### src/plcs_pkg.sv
/*
 * shared constants, config/status structs and helper functions of the serial port.
 * assumes a single 25 MHz clock with active-low asynchronous reset.
 */
package plcs_pkg;
	localparam int CLK_HZ      = 25_000_000;
	localparam int RATE_4800   = 4800;
	localparam int RATE_9600   = 9600;
	localparam int RATE_19200  = 19200;
	localparam int RATE_38400  = 38400;
	localparam int RATE_57600  = 57600;
	localparam int RATE_115200 = 115200;
	localparam int MSG_MAX     = 1024;
	localparam int TURN_MS     = 5;
	localparam int TURN_CYC    = (CLK_HZ / 1000) * TURN_MS;
	localparam int GAP_BITS    = 40;
	localparam logic [15:0] CRC_INIT = 16'hffff;
	localparam logic [15:0] CRC_POLY = 16'ha001;
	localparam logic [3:0]  FRAME_BITS_PAR = 4'hb;
	localparam logic [3:0]  FRAME_BITS     = 4'ha;

	typedef struct packed {
		logic       enable;
		logic       rs485;
		logic       modbus;
		logic       parity_en;
		logic       parity_odd;
		logic [2:0] baud_sel;
	} plcs_cfg_s;

	typedef struct packed {
		logic parity;
		logic frame;
		logic overrun;
	} plcs_char_err_s;

	typedef struct packed {
		logic sum;
		logic too_long;
	} plcs_msg_err_s;

	function automatic logic [12:0] plcs_bit_cycles(input logic [2:0] sel);
		case (sel)
			3'h0: return 13'(CLK_HZ / RATE_4800);
			3'h1: return 13'(CLK_HZ / RATE_9600);
			3'h2: return 13'(CLK_HZ / RATE_19200);
			3'h3: return 13'(CLK_HZ / RATE_38400);
			3'h4: return 13'(CLK_HZ / RATE_57600);
			default: return 13'(CLK_HZ / RATE_115200);
		endcase
	endfunction

	function automatic logic [15:0] plcs_crc_step(input logic [15:0] crc, input logic [7:0] b);
		logic [15:0] c;
		c = crc ^ {8'h00, b};
		for (int i = 0; i < 8; i++) begin
			c = c[0] ? ((c >> 1) ^ CRC_POLY) : (c >> 1);
		end
		return c;
	endfunction
endpackage

### src/plcs_tx.sv
/*
 * character transmitter: start bit, eight data bits lsb first, optional parity, one stop bit.
 * assumes bit_cyc stays stable while a character is on the line.
 */
module plcs_tx import plcs_pkg::*; (
	input  wire logic        mclk,
	input  wire logic        rstn,
	input  wire logic [12:0] bit_cyc,
	input  wire logic        parity_en,
	input  wire logic        parity_odd,
	input  wire logic        valid,
	input  wire logic [7:0]  data,
	output logic             ready,
	output logic             busy,
	output logic             txd
);
	logic [10:0] shreg_q, shreg_d;
	logic [3:0]  bits_q, bits_d;
	logic [12:0] div_q, div_d;

	always_comb begin
		shreg_d = shreg_q;
		bits_d  = bits_q;
		div_d   = div_q;
		if (bits_q == 4'h0) begin
			if (valid) begin
				// line idles high, so the frame register is padded with ones
				shreg_d = parity_en ? {1'b1, ^data ^ parity_odd, data, 1'b0}
				                    : {2'b11, data, 1'b0};
				bits_d  = parity_en ? FRAME_BITS_PAR : FRAME_BITS;
				div_d   = bit_cyc - 13'h1;
			end
		end else if (div_q == 13'h0) begin
			shreg_d = {1'b1, shreg_q[10:1]};
			bits_d  = bits_q - 4'h1;
			div_d   = bit_cyc - 13'h1;
		end else begin
			div_d = div_q - 13'h1;
		end
	end

	always_ff @(posedge mclk or negedge rstn) begin
		if (!rstn) begin
			shreg_q <= 11'h7ff;
			bits_q  <= 4'h0;
			div_q   <= 13'h0;
		end else begin
			shreg_q <= shreg_d;
			bits_q  <= bits_d;
			div_q   <= div_d;
		end
	end

	assign busy  = bits_q != 4'h0;
	assign ready = !busy;
	assign txd   = shreg_q[0];
endmodule

### src/plcs_rx.sv
/*
 * character receiver sampling each bit at its middle; reports parity and framing errors.
 * assumes line is already synchronised to mclk and idles high.
 */
module plcs_rx import plcs_pkg::*; (
	input  wire logic        mclk,
	input  wire logic        rstn,
	input  wire logic [12:0] bit_cyc,
	input  wire logic        parity_en,
	input  wire logic        parity_odd,
	input  wire logic        en,
	input  wire logic        line,
	output logic             busy,
	output logic             done,
	output logic [7:0]       data,
	output logic             perr,
	output logic             ferr
);
	logic        act_q, act_d;
	logic [3:0]  idx_q, idx_d;
	logic [12:0] div_q, div_d;
	logic [8:0]  sh_q, sh_d;
	logic        done_q, done_d, perr_q, perr_d, ferr_q, ferr_d;
	logic [3:0]  stop_idx;

	assign stop_idx = parity_en ? 4'ha : 4'h9;

	always_comb begin
		act_d  = act_q;
		idx_d  = idx_q;
		div_d  = div_q;
		sh_d   = sh_q;
		done_d = 1'b0;
		perr_d = perr_q;
		ferr_d = ferr_q;
		if (!act_q) begin
			if (en && !line) begin
				act_d = 1'b1;
				idx_d = 4'h0;
				div_d = {1'b0, bit_cyc[12:1]};
			end
		end else if (div_q != 13'h0) begin
			div_d = div_q - 13'h1;
		end else begin
			div_d = bit_cyc - 13'h1;
			idx_d = idx_q + 4'h1;
			if (idx_q == 4'h0) begin
				// a glitch shorter than half a bit is not a start bit
				act_d = !line;
			end else if (idx_q == stop_idx) begin
				act_d  = 1'b0;
				done_d = 1'b1;
				ferr_d = !line;
				perr_d = parity_en && (^sh_q ^ parity_odd);
			end else begin
				sh_d = parity_en ? {line, sh_q[8:1]} : {1'b0, line, sh_q[7:1]};
			end
		end
	end

	always_ff @(posedge mclk or negedge rstn) begin
		if (!rstn) begin
			act_q  <= 1'b0;
			idx_q  <= 4'h0;
			div_q  <= 13'h0;
			sh_q   <= 9'h000;
			done_q <= 1'b0;
			perr_q <= 1'b0;
			ferr_q <= 1'b0;
		end else begin
			act_q  <= act_d;
			idx_q  <= idx_d;
			div_q  <= div_d;
			sh_q   <= sh_d;
			done_q <= done_d;
			perr_q <= perr_d;
			ferr_q <= ferr_d;
		end
	end

	assign busy = act_q;
	assign done = done_q;
	// both shift paths leave d0 in bit 0; the parity bit, when present, sits above the byte
	assign data = sh_q[7:0];
	assign perr = perr_q;
	assign ferr = ferr_q;
endmodule

### src/plcs_port.sv
/*
 * half-duplex serial port: rs-232c or rs-422/485 pins, message framing by line silence,
 * sum check (byte sum or crc-16), length and character error flags, rs-485 turnaround.
 * assumes cfg is held stable while traffic is in progress; user side runs on mclk.
 */
module plcs_port import plcs_pkg::*; #(
	parameter int TURN_CYCLES = TURN_CYC
) (
	input  wire logic           mclk,
	input  wire logic           rstn,
	input  wire plcs_cfg_s      cfg,
	input  wire logic           tx_valid,
	input  wire logic [7:0]     tx_data,
	input  wire logic           tx_last,
	output logic                tx_ready,
	output logic                tx_overlong,
	output logic                rx_valid,
	output logic [7:0]          rx_data,
	output plcs_char_err_s      rx_err,
	input  wire logic           rx_ready,
	output logic                msg_done,
	output plcs_msg_err_s       msg_err,
	output logic                carrier_present,
	output logic                serial_out,
	input  wire logic           serial_in,
	input  wire logic           peer_ready_in,
	input  wire logic           carrier_detect_in,
	output logic                cpu_link_ready,
	output logic                fixed_high_ready,
	output logic                cpu_recv_ready,
	output logic                send_pair_pos,
	output logic                send_pair_neg,
	output logic                send_pair_oe,
	input  wire logic           recv_pair_pos,
	input  wire logic           recv_pair_neg
);
	localparam int TW = $clog2(TURN_CYCLES + 1);

	typedef enum logic [2:0] {
		ST_IDLE  = 3'b001,
		ST_SEND  = 3'b010,
		ST_DRAIN = 3'b100
	} plcs_tx_state_e;

	// pin synchronisers: only the second stage is read
	logic [4:0] sync_a_q, sync_b_q;
	always_ff @(posedge mclk or negedge rstn) begin
		if (!rstn) begin
			sync_a_q <= 5'h1f;
			sync_b_q <= 5'h1f;
		end else begin
			sync_a_q <= {serial_in, recv_pair_pos, recv_pair_neg, peer_ready_in, carrier_detect_in};
			sync_b_q <= sync_a_q;
		end
	end

	logic rxd_s, pos_s, neg_s, peer_s, cd_s, rx_line;
	assign {rxd_s, pos_s, neg_s, peer_s, cd_s} = sync_b_q;
	// undefined differential state (both equal) reads as idle mark
	assign rx_line = cfg.rs485 ? ((pos_s != neg_s) ? pos_s : 1'b1) : rxd_s;

	logic [12:0] bit_cyc;
	logic [18:0] gap_len;
	assign bit_cyc = plcs_bit_cycles(cfg.baud_sel);
	assign gap_len = 19'(bit_cyc * 19'(GAP_BITS));

	logic       core_valid, core_ready, core_busy, txd;
	logic       rx_busy, rx_done, rx_perr, rx_ferr;
	logic [7:0] rx_byte;
	plcs_tx_state_e st_q, st_d;

	plcs_tx u_tx (
		.mclk       (mclk),
		.rstn       (rstn),
		.bit_cyc    (bit_cyc),
		.parity_en  (cfg.parity_en),
		.parity_odd (cfg.parity_odd),
		.valid      (core_valid),
		.data       (tx_data),
		.ready      (core_ready),
		.busy       (core_busy),
		.txd        (txd)
	);

	plcs_rx u_rx (
		.mclk       (mclk),
		.rstn       (rstn),
		.bit_cyc    (bit_cyc),
		.parity_en  (cfg.parity_en),
		.parity_odd (cfg.parity_odd),
		.en         (cfg.enable && st_q == ST_IDLE && !core_busy),
		.line       (rx_line),
		.busy       (rx_busy),
		.done       (rx_done),
		.data       (rx_byte),
		.perr       (rx_perr),
		.ferr       (rx_ferr)
	);

	// receive holding register and message check
	logic           rxv_q, rxv_d;
	logic [7:0]     rxb_q, rxb_d;
	plcs_char_err_s rxe_q, rxe_d;
	logic           in_msg_q, in_msg_d, mdone_q, mdone_d;
	plcs_msg_err_s  merr_q, merr_d;
	logic [18:0]    gap_q, gap_d;
	logic [10:0]    cnt_q, cnt_d;
	logic [7:0]     body_q, body_d, last_q, last_d;
	logic [15:0]    crc_q, crc_d;

	always_comb begin
		rxv_d    = rxv_q;
		rxb_d    = rxb_q;
		rxe_d    = rxe_q;
		in_msg_d = in_msg_q;
		mdone_d  = 1'b0;
		merr_d   = merr_q;
		gap_d    = gap_q;
		cnt_d    = cnt_q;
		body_d   = body_q;
		last_d   = last_q;
		crc_d    = crc_q;
		if (rx_ready) begin
			rxv_d = 1'b0;
		end
		if (rx_done) begin
			// a new character beats the user's take in the same cycle
			rxv_d  = 1'b1;
			rxb_d  = rx_byte;
			rxe_d  = '{parity: rx_perr, frame: rx_ferr, overrun: rxv_q && !rx_ready};
			gap_d  = 19'h0;
			in_msg_d = 1'b1;
			cnt_d  = in_msg_q ? ((cnt_q > 11'(MSG_MAX)) ? cnt_q : cnt_q + 11'h1) : 11'h1;
			body_d = in_msg_q ? body_q + last_q : 8'h00;
			last_d = rx_byte;
			crc_d  = plcs_crc_step(in_msg_q ? crc_q : CRC_INIT, rx_byte);
		end else if (in_msg_q && !rx_busy) begin
			if (gap_q >= gap_len) begin
				// silence ends the message; modbus residue is zero when the crc matches
				in_msg_d = 1'b0;
				mdone_d  = 1'b1;
				merr_d.sum      = cfg.modbus ? (crc_q != 16'h0000) : (body_q != last_q);
				merr_d.too_long = cnt_q > 11'(MSG_MAX);
			end else begin
				gap_d = gap_q + 19'h1;
			end
		end
	end

	always_ff @(posedge mclk or negedge rstn) begin
		if (!rstn) begin
			rxv_q    <= 1'b0;
			rxb_q    <= 8'h00;
			rxe_q    <= '0;
			in_msg_q <= 1'b0;
			mdone_q  <= 1'b0;
			merr_q   <= '0;
			gap_q    <= 19'h0;
			cnt_q    <= 11'h0;
			body_q   <= 8'h00;
			last_q   <= 8'h00;
			crc_q    <= CRC_INIT;
		end else begin
			rxv_q    <= rxv_d;
			rxb_q    <= rxb_d;
			rxe_q    <= rxe_d;
			in_msg_q <= in_msg_d;
			mdone_q  <= mdone_d;
			merr_q   <= merr_d;
			gap_q    <= gap_d;
			cnt_q    <= cnt_d;
			body_q   <= body_d;
			last_q   <= last_d;
			crc_q    <= crc_d;
		end
	end

	// transmit control: half duplex, peer handshake, turnaround, length limit
	logic          peer_ok, turn_ok, start_ok, accept;
	logic [TW-1:0] turn_q, turn_d;
	logic [10:0]   tcnt_q, tcnt_d;
	logic          tol_q, tol_d;

	assign peer_ok  = cfg.rs485 || peer_s;
	assign turn_ok  = !cfg.rs485 || turn_q == TW'(TURN_CYCLES);
	assign start_ok = cfg.enable && tx_valid && !rx_busy && !rx_done && !in_msg_q && turn_ok && peer_ok;
	assign tx_ready = st_q == ST_SEND && peer_ok && (core_ready || tcnt_q >= 11'(MSG_MAX));
	assign accept   = tx_valid && tx_ready;
	// bytes beyond the limit are swallowed rather than sent, so the peer never sees them
	assign core_valid = st_q == ST_SEND && tx_valid && peer_ok && tcnt_q < 11'(MSG_MAX);

	always_comb begin
		st_d   = st_q;
		tcnt_d = tcnt_q;
		tol_d  = tol_q;
		turn_d = rx_done ? '0 : (turn_q == TW'(TURN_CYCLES) ? turn_q : turn_q + TW'(1));
		case (st_q)
			ST_IDLE: begin
				if (start_ok) begin
					st_d   = ST_SEND;
					tcnt_d = 11'h0;
					tol_d  = 1'b0;
				end
			end
			ST_SEND: begin
				if (accept) begin
					tcnt_d = (tcnt_q >= 11'(MSG_MAX)) ? tcnt_q : tcnt_q + 11'h1;
					tol_d  = tol_q || tcnt_q >= 11'(MSG_MAX);
					if (tx_last) begin
						st_d = ST_DRAIN;
					end
				end
			end
			ST_DRAIN: begin
				if (!core_busy) begin
					st_d = ST_IDLE;
				end
			end
			default: st_d = ST_IDLE;
		endcase
	end

	always_ff @(posedge mclk or negedge rstn) begin
		if (!rstn) begin
			st_q   <= ST_IDLE;
			turn_q <= TW'(TURN_CYCLES);
			tcnt_q <= 11'h0;
			tol_q  <= 1'b0;
		end else begin
			st_q   <= st_d;
			turn_q <= turn_d;
			tcnt_q <= tcnt_d;
			tol_q  <= tol_d;
		end
	end

	// registered pins
	logic sout_q, pos_q, oe_q, link_q, rr_q, cd_q;
	logic sout_d, pos_d, oe_d, link_d, rr_d;

	always_comb begin
		sout_d = cfg.rs485 ? 1'b1 : txd;
		pos_d  = cfg.rs485 ? txd : 1'b1;
		oe_d   = cfg.rs485 && (st_q != ST_IDLE || core_busy);
		link_d = cfg.enable && !cfg.rs485;
		rr_d   = cfg.enable && !cfg.rs485 && !rxv_q && st_q == ST_IDLE && !core_busy;
	end

	always_ff @(posedge mclk or negedge rstn) begin
		if (!rstn) begin
			sout_q <= 1'b1;
			pos_q  <= 1'b1;
			oe_q   <= 1'b0;
			link_q <= 1'b0;
			rr_q   <= 1'b0;
			cd_q   <= 1'b0;
		end else begin
			sout_q <= sout_d;
			pos_q  <= pos_d;
			oe_q   <= oe_d;
			link_q <= link_d;
			rr_q   <= rr_d;
			cd_q   <= cd_s;
		end
	end

	assign serial_out       = sout_q;
	assign send_pair_pos    = pos_q;
	assign send_pair_neg    = !pos_q;
	assign send_pair_oe     = oe_q;
	assign cpu_link_ready   = link_q;
	assign fixed_high_ready = 1'b1;
	assign cpu_recv_ready   = rr_q;
	assign carrier_present  = cd_q;
	assign tx_overlong      = tol_q;
	assign rx_valid         = rxv_q;
	assign rx_data          = rxb_q;
	assign rx_err           = rxe_q;
	assign msg_done         = mdone_q;
	assign msg_err          = merr_q;
endmodule

### config.mk
export PLATFORM = sky130hd
export DESIGN_NAME = plcs_port
export DESIGN_NICKNAME = d
export VERILOG_FILES = /design/src/plcs_pkg.sv /design/src/plcs_tx.sv /design/src/plcs_rx.sv /design/src/plcs_port.sv
export SDC_FILE = /design/constraint.sdc
export NUM_CORES = 1
export LEC_CHECK = 0
export ABC_AREA = 1
export BUFFER_PORTS_ARGS = -buffer_cell sky130_fd_sc_hd__buf_4
export CAP_MARGIN = 20
export CORE_MARGIN = 4
export CORE_UTILIZATION = 62
export CTS_CLUSTER_DIAMETER = 80
export DETAILED_ROUTE_END_ITERATION = 8
export PLACE_DENSITY = 0.82
export RECOVER_POWER = 50
export SYNTH_ARGS = -nofsm -noshare
export SYNTH_HDL_FRONTEND = slang
export SYNTH_SLANG_ARGS = --single-unit
### constraint.sdc
create_clock -name mclk -period 2.1 [get_ports mclk]
set_input_delay 0.63 -clock mclk [delete_from_list [all_inputs] [get_ports mclk]]
set_output_delay 0.63 -clock mclk [all_outputs]
set_load 0.05 [all_outputs]
# --- Yosys cells after proc, flatten, opt, wreduce, memory -nomap -nowiden ---
# Index checks and enable logic that the tools add are counted.
# W data, S select, Z words.
word_totals:
  register_bits: 176
  wordCells: 221
op_classes:
  addsub: 10
  mul: 1
  order_cmp: 4
  n_eq_ne: 22
  mux: 71
  bitwise_logic: 15
  reduce_logical: 63
op_table:
  columns: ["op", "n"]
  rows:
  - ["$mux W16", 9]
  - ["$mux W11", 8]
  - ["$mux W13", 6]
  - ["$pmux W13 S5", 1]
  - ["$mux W19", 3]
  - ["$sub A13 B1 Y13 const B", 3]
  - ["$mux W17", 2]
  - ["$mux W1", 25]
  - ["$mux W4", 6]
  - ["$not A2 Y3", 8]
  - ["$logic_and A1 B1 Y1", 23]
  - ["$add A11 B1 Y11 const B", 2]
  - ["$pmux W11 S2", 1]
  - ["$add A19 B1 Y19 const B", 1]
  - ["$ge A19 B19 Y1", 1]
  - ["$add A17 B1 Y17 const B", 1]
  - ["$eq A17 B17 Y1 const B", 1]
  - ["$mul A13 B3 Y16 const B", 1]
  - ["$ne A2 B2 Y1 const B", 8]
  - ["$reduce_and A4 Y1", 4]
  - ["$reduce_bool A16 Y1", 1]
  - ["$xor A16 B8 Y16", 1]
  - ["$logic_not A13 Y1", 1]
  - ["$reduce_bool A13 Y1", 1]
  - ["33 further kinds", 68]

# --- Logic depth before layout (Yosys ltp) ---
# Gate-level depths: netlist of run 1.
logic_depth:
  word_depth: 18
  ltp_mapped: 26
  mapped_depth_nobuf: 25

# --- By module ---
# A second synthesis of run 1 with hierarchy kept.
unflattened:
  hier_cells: 1518
  hier_area_um2: 11803.8
by_module_without_submodules:
  columns: ["module", "n_inst", "cells_per_inst", "area_per_inst_um2", "seq_area_each_um2"]
  rows:
  - ["plcs_port", 1, 911, 7512.2, 2997.9]
  - ["plcs_rx", 1, 313, 2199.6, 750.7]
  - ["plcs_tx", 1, 294, 2092.0, 688.2]

# --- Worst setup path before layout of run 1 ---
# Ideal clock, no wire load.
synth_timing:
  kind: "input-to-reg"
  from: "in cfg[2] (netlist name)"
  to: "reg gap_q[17]"
  setup_ns: 0.118
  arrival_time_ns: 3.962
  required_time_ns: 1.982
  path_slack_ns: -1.980
  cell_stages: 25
  path_buffers: 1
  cell_sequence: "nor2_2 > inv_2 > nand3_1 > nand2_1 > inv_2 > nor2_4 > inv_2 > ha_1 > inv_1 > fa_1 > o21ai_0 > a21oi_1 > o21ai_0 > a21oi_1 > ha_1 > nand2_1 > nor2_1 > nand2_1 > nor2_1 > nand2_1 > nand4_1 > clkinv_1 > buf_2 > nand3b_1 > nand2_1"
synth_via:
  elab_chain_cells: 6
  word_cells_on_any_way: 10
  cone_classes: "1 x mul; 1 x order compare; 5 x eq/ne; 1 x mux; 2 x reduce/logical"
synth_lines:
  columns: ["element", "line", "text"]
  rows:
  - ["start, declared", "plcs_port.sv:11", "input wire plcs_cfg_s cfg,"]
  - ["$eq A3 B3 Y1 (tied with other cells)", "plcs_pkg.sv:43", "case (sel)"]
  - ["$pmux W13 S5 (*)", "plcs_pkg.sv:43", null]
  - ["$mul A13 B3 Y16 (*)", "plcs_port.sv:65", "assign gap_len = 19'(bit_cyc * 19'(GAP_BITS));"]
  - ["$ge A19 B19 Y1 (*)", "plcs_port.sv:138", "if (gap_q >= gap_len) begin"]
  - ["$ne A2 B1 Y1 (no source line) (*)", null, null]
  - ["$reduce_and A2 Y1 (no source line) (*)", null, null]
  - ["end signal, assigned", "plcs_port.sv:170", "gap_q <= gap_d;"]
  - ["end, declared", "plcs_port.sv:106", "logic [18:0] gap_q, gap_d;"]
# Every way passes the cells marked *; elsewhere a longest branch is shown, timed or not.
# A chain may end at the register's enable or synchronous reset.

# --- Final worst setup path of run 1 ---
layout_timing:
  from: "in cfg[2] (netlist name)"
  to: "reg gap_q[6]"
# Same word-level chain as after synthesis.

==> results.yml, run 1 <==
run_status:
  status: "finished, violations left"
  violations: "setup timing"
place:
  placed_cell_area_mm2: 0.0120
  gp_congestion: 0.904
  dp_hpwl_um: 19000
  dp.cells: 1640
  port-buffer-count: 49
die:
  dieArea_mm2: 0.0193
  initial_core_util_pct: 63.5
  ios: 51
  die_h_um: 139
  rows: 47
  fp.dieW_um: 139
  core_mm2: 0.0167
power_and_ir_drop:
  p_sw_share_pct: 32.4
  p_clk_share_pct: 32.7
  p_switching_mw: 2.96
  pwr-share-seq_pct: 43.5
  vdd_drop_max_uv: 705
  p_per_area_mw_per_mm2: 695
  p_comb_share_pct: 23.8
  internal-power_mw: 6.18
  leakagePower_nw: 6.16
timing:
  skew_ns: 0.00972
  setup-tns-final_ns: -31.54
  finalSetupViolations: 24
  finalCritPeriodShare_pct: 168
  layout_min_cycle_time_ns: 3.52
  hold_slack_ns: 0.295
  maxSlewHeadroom_pct: 34.1
  rsz0062_at_grt: "yes"
  fmaxAchievable_mhz: 284
  hold_viol_final: 0
  worst_slew_pin_slew_ns: 0.989
  finalMaxSlewViolations: 0
  setup_ws_ns: -1.42
global_routing:
  grt_pass1_wl_um: 46300
  grt.overflow.total: 0
  grt_pass1_vias: 9783
  grt_start_max_net_pins: 56
  grt.total_usage_pct: 28.9
  antenna_found_initial: 0
route:
  ant_nets: 0
  vias: 10100
  first_pass_iters: 7
  routed_wl_um: 29000
  drcViolationCount: 0
  post_drt_wl_per_cell_um: 17.0
  via_per_inst: 5.91
  drtIter0Drc: 933
job:
  cap_violations: 0
finish:
  final_nets: 1553
  stdcell_count: 1705
  final_area_mm2: 0.0131
  area_growth_pct: 23.9
  antenna-diode-count: 0
  drive_above_1_share_pct: 25.0
cts:
  hold_buffers: 0
  clkTransAtPathRegs_ns: 0.07
  cts_made_buffers: 17
  cts_tree: "yes"
  cts_htree_levels: 4
  clock-sinks: 175
  clock_latency_ns: 0.44
  clk_path_buf_depth: 2
  root_buffer: "clkbuf_16"
yosys:
  synth_seq_cells: 175
  synth_top_area_share_pct: 30.4
  syn_area_mm2: 0.0106
  synthArstFlopShare_pct: 100
  synth_cell_types: 60
  avgSynthCellArea_um2: 8.09
  yosys.area.top_type: "dfrtp_1"
  seq_area_frac_synth_pct: 41.8
  synthCells: 1311
  synth_edf_count: 0
  ys.warnings.count: 0
  synth_flop_cell: "dfrtp_1"
  synthTopCellsByArea: "dfrtp_1, dfstp_2, nand2_1, ha_1, xor2_1"
worst_setup_path:
  criticalPathCategory: "in2reg"
  cp.required_ns: 2.42
  arrival_ns: 3.84
  cp_max_fo: 6
  setup.worst_path.end_class: "register"
  critPathLaunchType: "primary input"
hold_path:
  hold_class: "in2reg"
-- final cells by class --
class,instances,area (µm²)
Inverter,145,556
Timing Repair Buffer,174,1470
Tap cell,220,275
Multi-Input combinational cell,959,5870
Clock buffer,19,443
Clock inverter,13,105
Fill cell,1065,3550
Sequential cell,175,4440
-- path summary, 6_finish.rpt --
kind | from | end | slack (ns) | cells after the start
setup / recovery | cfg[2] | gap_q[6] | -1.42 | 25
setup reg to reg | gap_q[3] | gap_q[6] | -0.13 | 11
min in group asynchronous | rstn | body_q[5] | 0.33 | 1
max in group asynchronous | rstn | send_pair_oe | 0.38 | 2
hold reg to reg | sync_a_q[4] | sync_b_q[4] | 0.36 | 0
hold / removal | recv_pair_pos | sync_a_q[3] | 0.29 | 1
-- flip-flops by register name, indices dropped and copies added (netlist names), 2 cells and up --
| register | flops |
|---|---|
| u_rx.idx_q | 4 |
| u_tx.shreg_q | 10 |
| sync_a_q | 5 |
| cnt_q | 11 |
| body_q | 8 |
| turn_q | 17 |
| gap_q | 19 |
| msg_err | 2 |
| u_tx.div_q | 13 |
| sync_b_q | 5 |
| st_q | 3 |
| u_tx.bits_q | 4 |
| rx_err | 3 |
| crc_q | 16 |
| u_rx.sh_q | 9 |
| tcnt_q | 11 |
| u_rx.div_q | 13 |
| last_q | 8 |
-- critical path, cell delays in order --
cell	delay, ns
buf_12	0.10
nor2_4	0.04
inv_2	0.09
nand3_4	0.08
nand2_4	0.08
inv_4	0.04
nor2_4	0.15
inv_2	0.09
ha_4	0.17
ha_2	0.17
a21oi_2	0.15
nand2_2	0.11
a21oi_2	0.19
o21ai_2	0.08
xor2_1	0.15
ha_1	0.29
nand4_1	0.12
nor4_2	0.26
nand2_1	0.12
nand4_1	0.18
clkinv_2	0.11
buf_4	0.15
buf_12	0.12
nand3b_1	0.09
nand2_1	0.06
-- placed cells by master (no fill, tap or decap), drive strengths merged, types with 30 or more instances in the layout --
| cell type | count |
|---|---|
| nand2 | 284 |
| buf | 162 |
| nor2 | 119 |
| ha | 53 |
| clkbuf | 30 |
| dfrtp | 129 |
| a21oi | 68 |
| o21ai | 100 |
| dfstp | 46 |
| inv | 147 |
| xor2 | 64 |
| nand3 | 104 |
-- stage by stage --
stage / worst slack [ns] / utilization, % / power, mW
after CTS: -1.24 / 77.3 / 9.03
after floorplan: -1.49 / - / 5.30
after global placement: -1.62 / 71.6 / 5.86
final: -1.42 / 78.7 / 9.14
after detailed placement: -1.80 / 71.6 / 5.94
after global routing: -1.59 / 78.7 / 9.60
-- timing repair --
item | CTS | global route
setup endpoints to repair | 24 | 52
resized for setup | 49 | 48
buffers inserted | 20 | 9
gates cloned | 3 | 1
pin swaps | 31 | 29
-- per-layer routing --
layer | vias up | share of wire, % | GRT usage [%]
met1 | 4886 | 40 | 37.2
met5 | - | 0 | 0
met3 | 90 | 6.3 | 5.76
met4 | 0 | 3.2 | 10.7
met2 | 413 | 50 | 48.8
li1 | 4696 | - | -
-- synth_stat cells, types with 25 or more instances --
| cell type | n |
|---|---|
| o21ai_0 | 90 |
| nand3_1 | 103 |
| xor2_1 | 62 |
| nand2_1 | 282 |
| inv_1 | 130 |
| nand4_1 | 25 |
| a21oi_1 | 66 |
| dfrtp_1 | 129 |
| ha_1 | 53 |
| dfstp_2 | 46 |
| nor2_1 | 106 |
| nor3_1 | 25 |
-- cell families (layout without fill, tap and decap cells) --
family | count (synthesis) | count (layout) | share of synthesized area [%]
simple gates | 596 | 596 | 25.3
compound gates | 219 | 219 | 12.1
buf+inv | 178 | 351 | 6.67
flops | 175 | 175 | 41.8
xor+xnor | 86 | 86 | 7.35
fa+ha+maj | 55 | 55 | 6.63
other cells | 2 | 3 | 0.0708
-- power by group through the flow --
stage	logic, mW	registers [mW]	clock network, mW
4_1_cts	2.04	3.96	3.03
3_5_place_dp	1.93	4.01	0
3_3_place_gp	1.85	4.01	0
2_1_floorplan	1.33	3.97	0
5_1_grt	2.40	4.01	3.20
6_report	2.17	3.97	2.99
No activity file was read; power rests on OpenSTA's default activity.
==> inputs of run 2 (changes only) <==
--- a/config.mk
+++ b/config.mk
@@ -7,13 +7,13 @@
 export LEC_CHECK = 0
 export ABC_AREA = 1
 export BUFFER_PORTS_ARGS = -buffer_cell sky130_fd_sc_hd__buf_4
-export CAP_MARGIN = 20
 export CORE_MARGIN = 4
-export CORE_UTILIZATION = 62
+export CORE_UTILIZATION = 63
 export CTS_CLUSTER_DIAMETER = 80
 export DETAILED_ROUTE_END_ITERATION = 8
-export PLACE_DENSITY = 0.82
+export PLACE_DENSITY = 0.83
 export RECOVER_POWER = 50
 export SYNTH_ARGS = -nofsm -noshare
 export SYNTH_HDL_FRONTEND = slang
+export SYNTH_HIERARCHICAL = 1
 export SYNTH_SLANG_ARGS = --single-unit
==> results.yml, run 2 <==
yosys:
  synth_top_area_share_pct: 27.3
  synth_flop_cell: "dfrtp_1"
  synthArstFlopShare_pct: 100
  synthCells: 1518
  seq_area_frac_synth_pct: 37.6
  syn_area_mm2: 0.0118
  synth_cell_types: 58
  ys.warnings.count: 6
  synth_common_cells: "nand2_1, inv_1, nor2_1"
  syn-num-nets: 1603
  synthTopCellsByArea: "dfrtp_1, nand2_1, dfstp_2, ha_1, inv_1"
  avgSynthCellArea_um2: 7.78
  synth_edf_count: 0
  yosysMostFrequentCell: "nand2_1"
  yosys.area.top_type: "dfrtp_1"
  synth_seq_cells: 175
worst_setup_path:
  r2r_setup_slack_ns: -0.05
  setup.worst_path.end_class: "register"
  ff2ff_path_depth: 11
  cp_max_fo: 8
  cp.required_ns: 2.47
  crit_path_start: "cfg[0]"
  criticalPathCategory: "in2reg"
  r2r-start: "gap_q[18]"
  r2r_end: "gap_q[5]"
  cp-endpoint: "gap_q[5]"
  arrival_ns: 4.41
  critPathLaunchType: "primary input"
cts:
  hold_buffers: 0
  clock-sinks: 175
  clock_latency_ns: 0.44
  cts_made_buffers: 17
  clkTransAtPathRegs_ns: 0.07
  root_buffer: "clkbuf_16"
  cts_htree_levels: 4
  clk_path_buf_depth: 2
  cts_tree: "yes"
route:
  drcViolationCount: 0
  drtIter0Drc: 859
  first_pass_iters: 5
  vias: 11200
  via_per_inst: 5.80
  post_drt_wl_per_cell_um: 16.3
  ant_nets: 0
  routed_wl_um: 31400
timing:
  skew_ns: 0.0120
  layout_min_cycle_time_ns: 4.04
  setup_ws_ns: -1.94
  worst_slew_pin_slew_ns: 1.20
  maxSlewHeadroom_pct: 19.7
  finalSetupViolations: 27
  hold_viol_final: 0
  finalMaxSlewViolations: 0
  rsz0062_at_grt: "yes"
  finalCritPeriodShare_pct: 193
  setup-tns-final_ns: -43.68
  fmaxAchievable_mhz: 247
finish:
  drive_above_1_share_pct: 29.9
  area_growth_pct: 22.9
  final_cell_mix: "nand2_1, inv_1, buf_4, dfrtp_1, nor2_1"
  final_area_mm2: 0.0145
  largest_reg_flops: 19
  fillers: 1077
  top_register: "gap_q"
  antenna-diode-count: 0
  reg_top3: "gap_q: 19 flops, turn_q: 17 flops, crc_q: 16 flops"
  final_common_cell: "nand2_1"
  post-route-util_pct: 79.7
  final_nets: 1772
global_routing:
  grt.overflow.total: 0
  antenna_found_initial: 0
  grt_pass1_wl_um: 49400
  grt.total_usage_pct: 29.1
  grt_start_max_net_pins: 51
  grt_pass1_vias: 10700
power_and_ir_drop:
  vdd_drop_max_uv: 744
  leakagePower_nw: 6.89
  p_per_area_mw_per_mm2: 721
run_status:
  violations: "setup timing"
  status: "finished, violations left"
die:
  initial_core_util_pct: 64.8
  dieArea_mm2: 0.0210
  fp.dieW_um: 145
  core_mm2: 0.0182
  ios: 51
  rows: 49
  die_h_um: 145
place:
  dp_hpwl_um: 21200
  port-buffer-count: 49
  gp_congestion: 0.950
  placed_cell_area_mm2: 0.0133
hold_path:
  hold_class: "in2reg"
job:
  cap_violations: 0
-- run 2: through the flow --
step	worst slack, ns	power (mW)	instances	hold WS (ns)
5_1_grt	-2.08	11.0	1929	0.282
4_1_cts	-1.71	10.2	1916	0.147
6_report	-1.94	10.5	1929	0.299
3_5_place_dp	-2.19	7.00	1871	0.347
3_3_place_gp	-2.04	6.87	1871	0.346
2_1_floorplan	-2.01	6.15	1518	0.334
-- run 2: logic make-up (layout without fill, tap and decap cells) --
family                   Yosys count  after routing  synth area share [%]
AND/OR/NAND/NOR                  752            753                  29.8
flip-flops                       175            175                  37.6
buffers and inverters            242            423                  8.91
other                              2              2                0.0636
adder cells (fa/ha/maj)           59             59                  6.38
XOR/XNOR                          76             76                  5.64
multiplexers                       1              1                0.0954
AO/OA/AOI/OAI                    211            211                  11.5
-- run 2: timing repair --
item                                    CTS  global route
pin swaps                                15            42
endpoints found under the setup margin   29            68
gates resized for setup                  40            75
cloned                                    1             2
buffers inserted                         12            12
-- run 2: final cells by class --
cell class / instances / area [µm²] / area share (%)
Inverter: 199 / 753 / 5.19
Timing Repair Buffer: 192 / 1600 / 11.0
Clock inverter: 15 / 143 / 0.983
Multi-Input combinational cell: 1102 / 6860 / 47.3
Sequential cell: 175 / 4440 / 30.6
Tap cell: 229 / 287 / 1.97
Clock buffer: 17 / 425 / 2.93
-- run 2: worst min path at each step --
stage                   from           to  slack (ns)  cells after the start
2_1_floorplan           rstn    body_q[0]        0.33                      0
3_3_place_gp     sync_a_q[1]  sync_b_q[1]        0.35                      0
3_5_place_dp     sync_a_q[4]  sync_b_q[4]        0.35                      0
4_1_cts                 rstn    gap_q[15]        0.15                      1
5_1_grt        recv_pair_neg  sync_a_q[2]        0.28                      1
6_report       recv_pair_pos  sync_a_q[3]        0.30                      1
-- run 2: critical path, cell delays in order --
cell     delay (ns)
buf_8          0.10
nor2_4         0.13
nor2_4         0.06
nor2_4         0.11
inv_2          0.07
nor2_4         0.11
inv_4          0.06
ha_4           0.27
ha_4           0.13
inv_2          0.04
fa_2           0.37
nor3_4         0.21
o21ai_1        0.09
nand2_1        0.07
a21oi_2        0.07
o21ai_2        0.18
xor2_1         0.18
ha_1           0.26
inv_1          0.09
nor2_2         0.06
nand4_1        0.15
o21ai_2        0.11
nor3_4         0.25
nand3_4        0.17
buf_6          0.17
nand2_8        0.10
nand3_2        0.08
o21ai_1        0.09
-- run 2: metal layers --
layer | global-route usage (%) | routed length, µm
met4 | 12.1 | 959
met1 | 36.9 | 12800
met5 | 0 | 0
met2 | 49.1 | 15900
met3 | 5.55 | 1790
-- run 2: power breakdown --
group          internal [mW]  switching, mW  total (mW)  leakage [nW]
logic                   1.32           2.08        3.41          4.50
registers               3.66          0.288        3.95          2.12
clock network           1.57           1.53        3.10         0.272
total                   6.56           3.90        10.5          6.89
==> inputs of run 3 (changes only) <==
--- a/config.mk
+++ b/config.mk
@@ -8,10 +8,10 @@
 export ABC_AREA = 1
 export BUFFER_PORTS_ARGS = -buffer_cell sky130_fd_sc_hd__buf_4
 export CORE_MARGIN = 4
-export CORE_UTILIZATION = 63
+export CORE_UTILIZATION = 65
 export CTS_CLUSTER_DIAMETER = 80
 export DETAILED_ROUTE_END_ITERATION = 8
-export PLACE_DENSITY = 0.83
+export PLACE_DENSITY = 0.85
 export RECOVER_POWER = 50
 export SYNTH_ARGS = -nofsm -noshare
 export SYNTH_HDL_FRONTEND = slang
==> constraint.sdc (replaced) <==
create_clock -name mclk -period 5.15 [get_ports mclk]
set_input_delay 1.545 -clock mclk [delete_from_list [all_inputs] [get_ports mclk]]
set_output_delay 1.545 -clock mclk [all_outputs]
set_load 0.05 [all_outputs]
==> results.yml, run 3 (synthesis results as in run 2) <==
run_status:
  status: "finished, violations left"
  violations: "capacitance limit, slew limit"
worst_setup_path:
  setup.worst_path.end_class: "register"
  arrival_ns: 5.18
  cpMaxStageDelayCell: "fa_2"
  critPathLaunchType: "primary input"
  ff2ff_path_depth: 6
  crit_buf_inv: 6
  cp.required_ns: 5.42
  crit_top_cell: "buf_4"
  r2r-start: "u_rx/done"
  cpLargestDelayFamily: "adder cells"
  crit_chain: "buf_4 -> nor2_2 -> nor2_2 -> buf_4 -> buf_4 -> ha_1 -> ha_1 -> inv_1 -> fa_2 -> buf_4 -> o21ai_0 -> xnor2_1 -> ha_1 -> nand2_1 -> nor2_1 -> a211oi_1 -> nand2_1 -> nand2_1 -> nand3_4 -> buf_6 -> nand3_1 -> o31ai_2"
  crit_path_start: "cfg[2]"
  cp_max_fo: 8
  criticalPathCategory: "in2reg"
  cp.depth: 22
  max_stage_delay_ns: 0.38
timing:
  layout_min_cycle_time_ns: 4.91
  worst_slew_pin_slew_ns: 2.33
  maxSlewHeadroom_pct: -55.4
  finalSetupViolations: 0
  finalMaxSlewViolations: 95
  skew_ns: 0.0152
  finalCritPeriodShare_pct: 95.3
  hold_viol_final: 0
  fmaxAchievable_mhz: 204
  setup-tns-final_ns: 0
cts:
  root_buffer: "clkbuf_16"
  clk_path_buf_depth: 2
  clock_latency_ns: 0.43
  hold_buffers: 0
  cts_tree: "yes"
  cts_made_buffers: 17
  cts_htree_levels: 4
  clkTransAtPathRegs_ns: 0.07
  clock-sinks: 175
route:
  routed_wl_um: 27400
  drtIter0Drc: 826
  drcViolationCount: 0
  post_drt_wl_per_cell_um: 15.1
  via_per_inst: 5.70
  ant_nets: 0
  vias: 10300
  first_pass_iters: 5
global_routing:
  grt_pass1_vias: 10100
  antenna_found_initial: 0
  grt.overflow.total: 0
  grt_pass1_wl_um: 46300
  grt_start_max_net_pins: 95
  grt.total_usage_pct: 27.4
finish:
  largest_reg_flops: 19
  final_cell_mix: "nand2_1, inv_1, dfrtp_1, nor2_1, nand3_1"
  antenna-diode-count: 0
  drive_above_1_share_pct: 19.1
  top_register: "gap_q"
  final_nets: 1654
  fillers: 1344
  reg_top3: "gap_q: 19 flops, turn_q: 17 flops, crc_q: 16 flops"
  final_common_cell: "nand2_1"
  multi_input_area_mm2: 0.00639
  regArea_mm2: 0.00444
  area_growth_pct: 10.4
  stdcell_count: 1811
die:
  initial_core_util_pct: 65.9
  fp.dieW_um: 143
  core_mm2: 0.0179
  dieArea_mm2: 0.0204
  ios: 51
  die_h_um: 143
  rows: 49
place:
  port-buffer-count: 49
  dp_hpwl_um: 19100
  gp_congestion: 0.917
  dp.cells: 1777
hold_path:
  min_path_cells: 0
  hp-start: "sync_a_q[2]"
  hold_class: "reg2reg"
power_and_ir_drop:
  leakagePower_nw: 6.21
  p_per_area_mw_per_mm2: 310
  total_power_mw: 4.03
  vdd_drop_max_uv: 292
job:
  cap_violations: 1
[run 3: power by group]
| part | switching (mW) | internal, mW |
|---|---|---|
| registers | 0.110 | 1.49 |
| clock network | 0.585 | 0.706 |
| logic | 0.732 | 0.405 |
[run 3: cell type report]
cell class | count | area share, %
inverter | 199 | 5.73
tap | 229 | 2.20
clock inverter | 11 | 0.950
timing repair buffer | 75 | 4.50
clock buffer | 21 | 3.53
multi-input combinational | 1101 | 49.0
sequential | 175 | 34.0
[run 3: what timing repair did]
action                                  CTS  global route
gates resized for setup                   0            18
buffers inserted                          0             1
endpoints found under the setup margin    0            21
[run 3: worst register-to-register path, cell delays in order, from the launching register on]
cell      delay, ns
dfrtp_1        0.89
clkbuf_1       0.98
nand2_1        0.58
inv_2          0.26
nand2_1        0.09
o21ai_1        0.13
a21oi_1        0.05
[run 3: through the flow]
step | setup WS, ns | util (%) | hold slack [ns] | area [µm²]
after floorplan | 0.0298 | - | 0.345 | 11800
after global placement | -0.00323 | 69.2 | 0.346 | 12400
after detailed placement | -0.192 | 69.2 | 0.347 | 12400
after CTS | 0.227 | 72.4 | 0.357 | 13000
after global routing | -0.00930 | 72.8 | 0.354 | 13000
final | 0.240 | 72.8 | 0.356 | 13000
[run 3: worst paths after layout]
| kind | to | slack (ns) |
|---|---|---|
| setup reg to reg | cnt_q[3] | 2.06 |
| min in group asynchronous | gap_q[15] | 1.79 |
| setup / recovery | gap_q[7] | 0.24 |
| hold reg to reg | sync_b_q[2] | 0.36 |
| hold / removal | sync_b_q[2] | 0.36 |
| max in group asynchronous | st_q[1] | 1.08 |
[run 3: routing by layer]
layer	track usage [%]	vias to the layer above	part of all wire, %
li1	-	5049	-
met1	35.8	4904	43
met2	47.6	323	50
met3	4.19	44	4.9
met4	7.40	0	1.7
met5	0	-	0
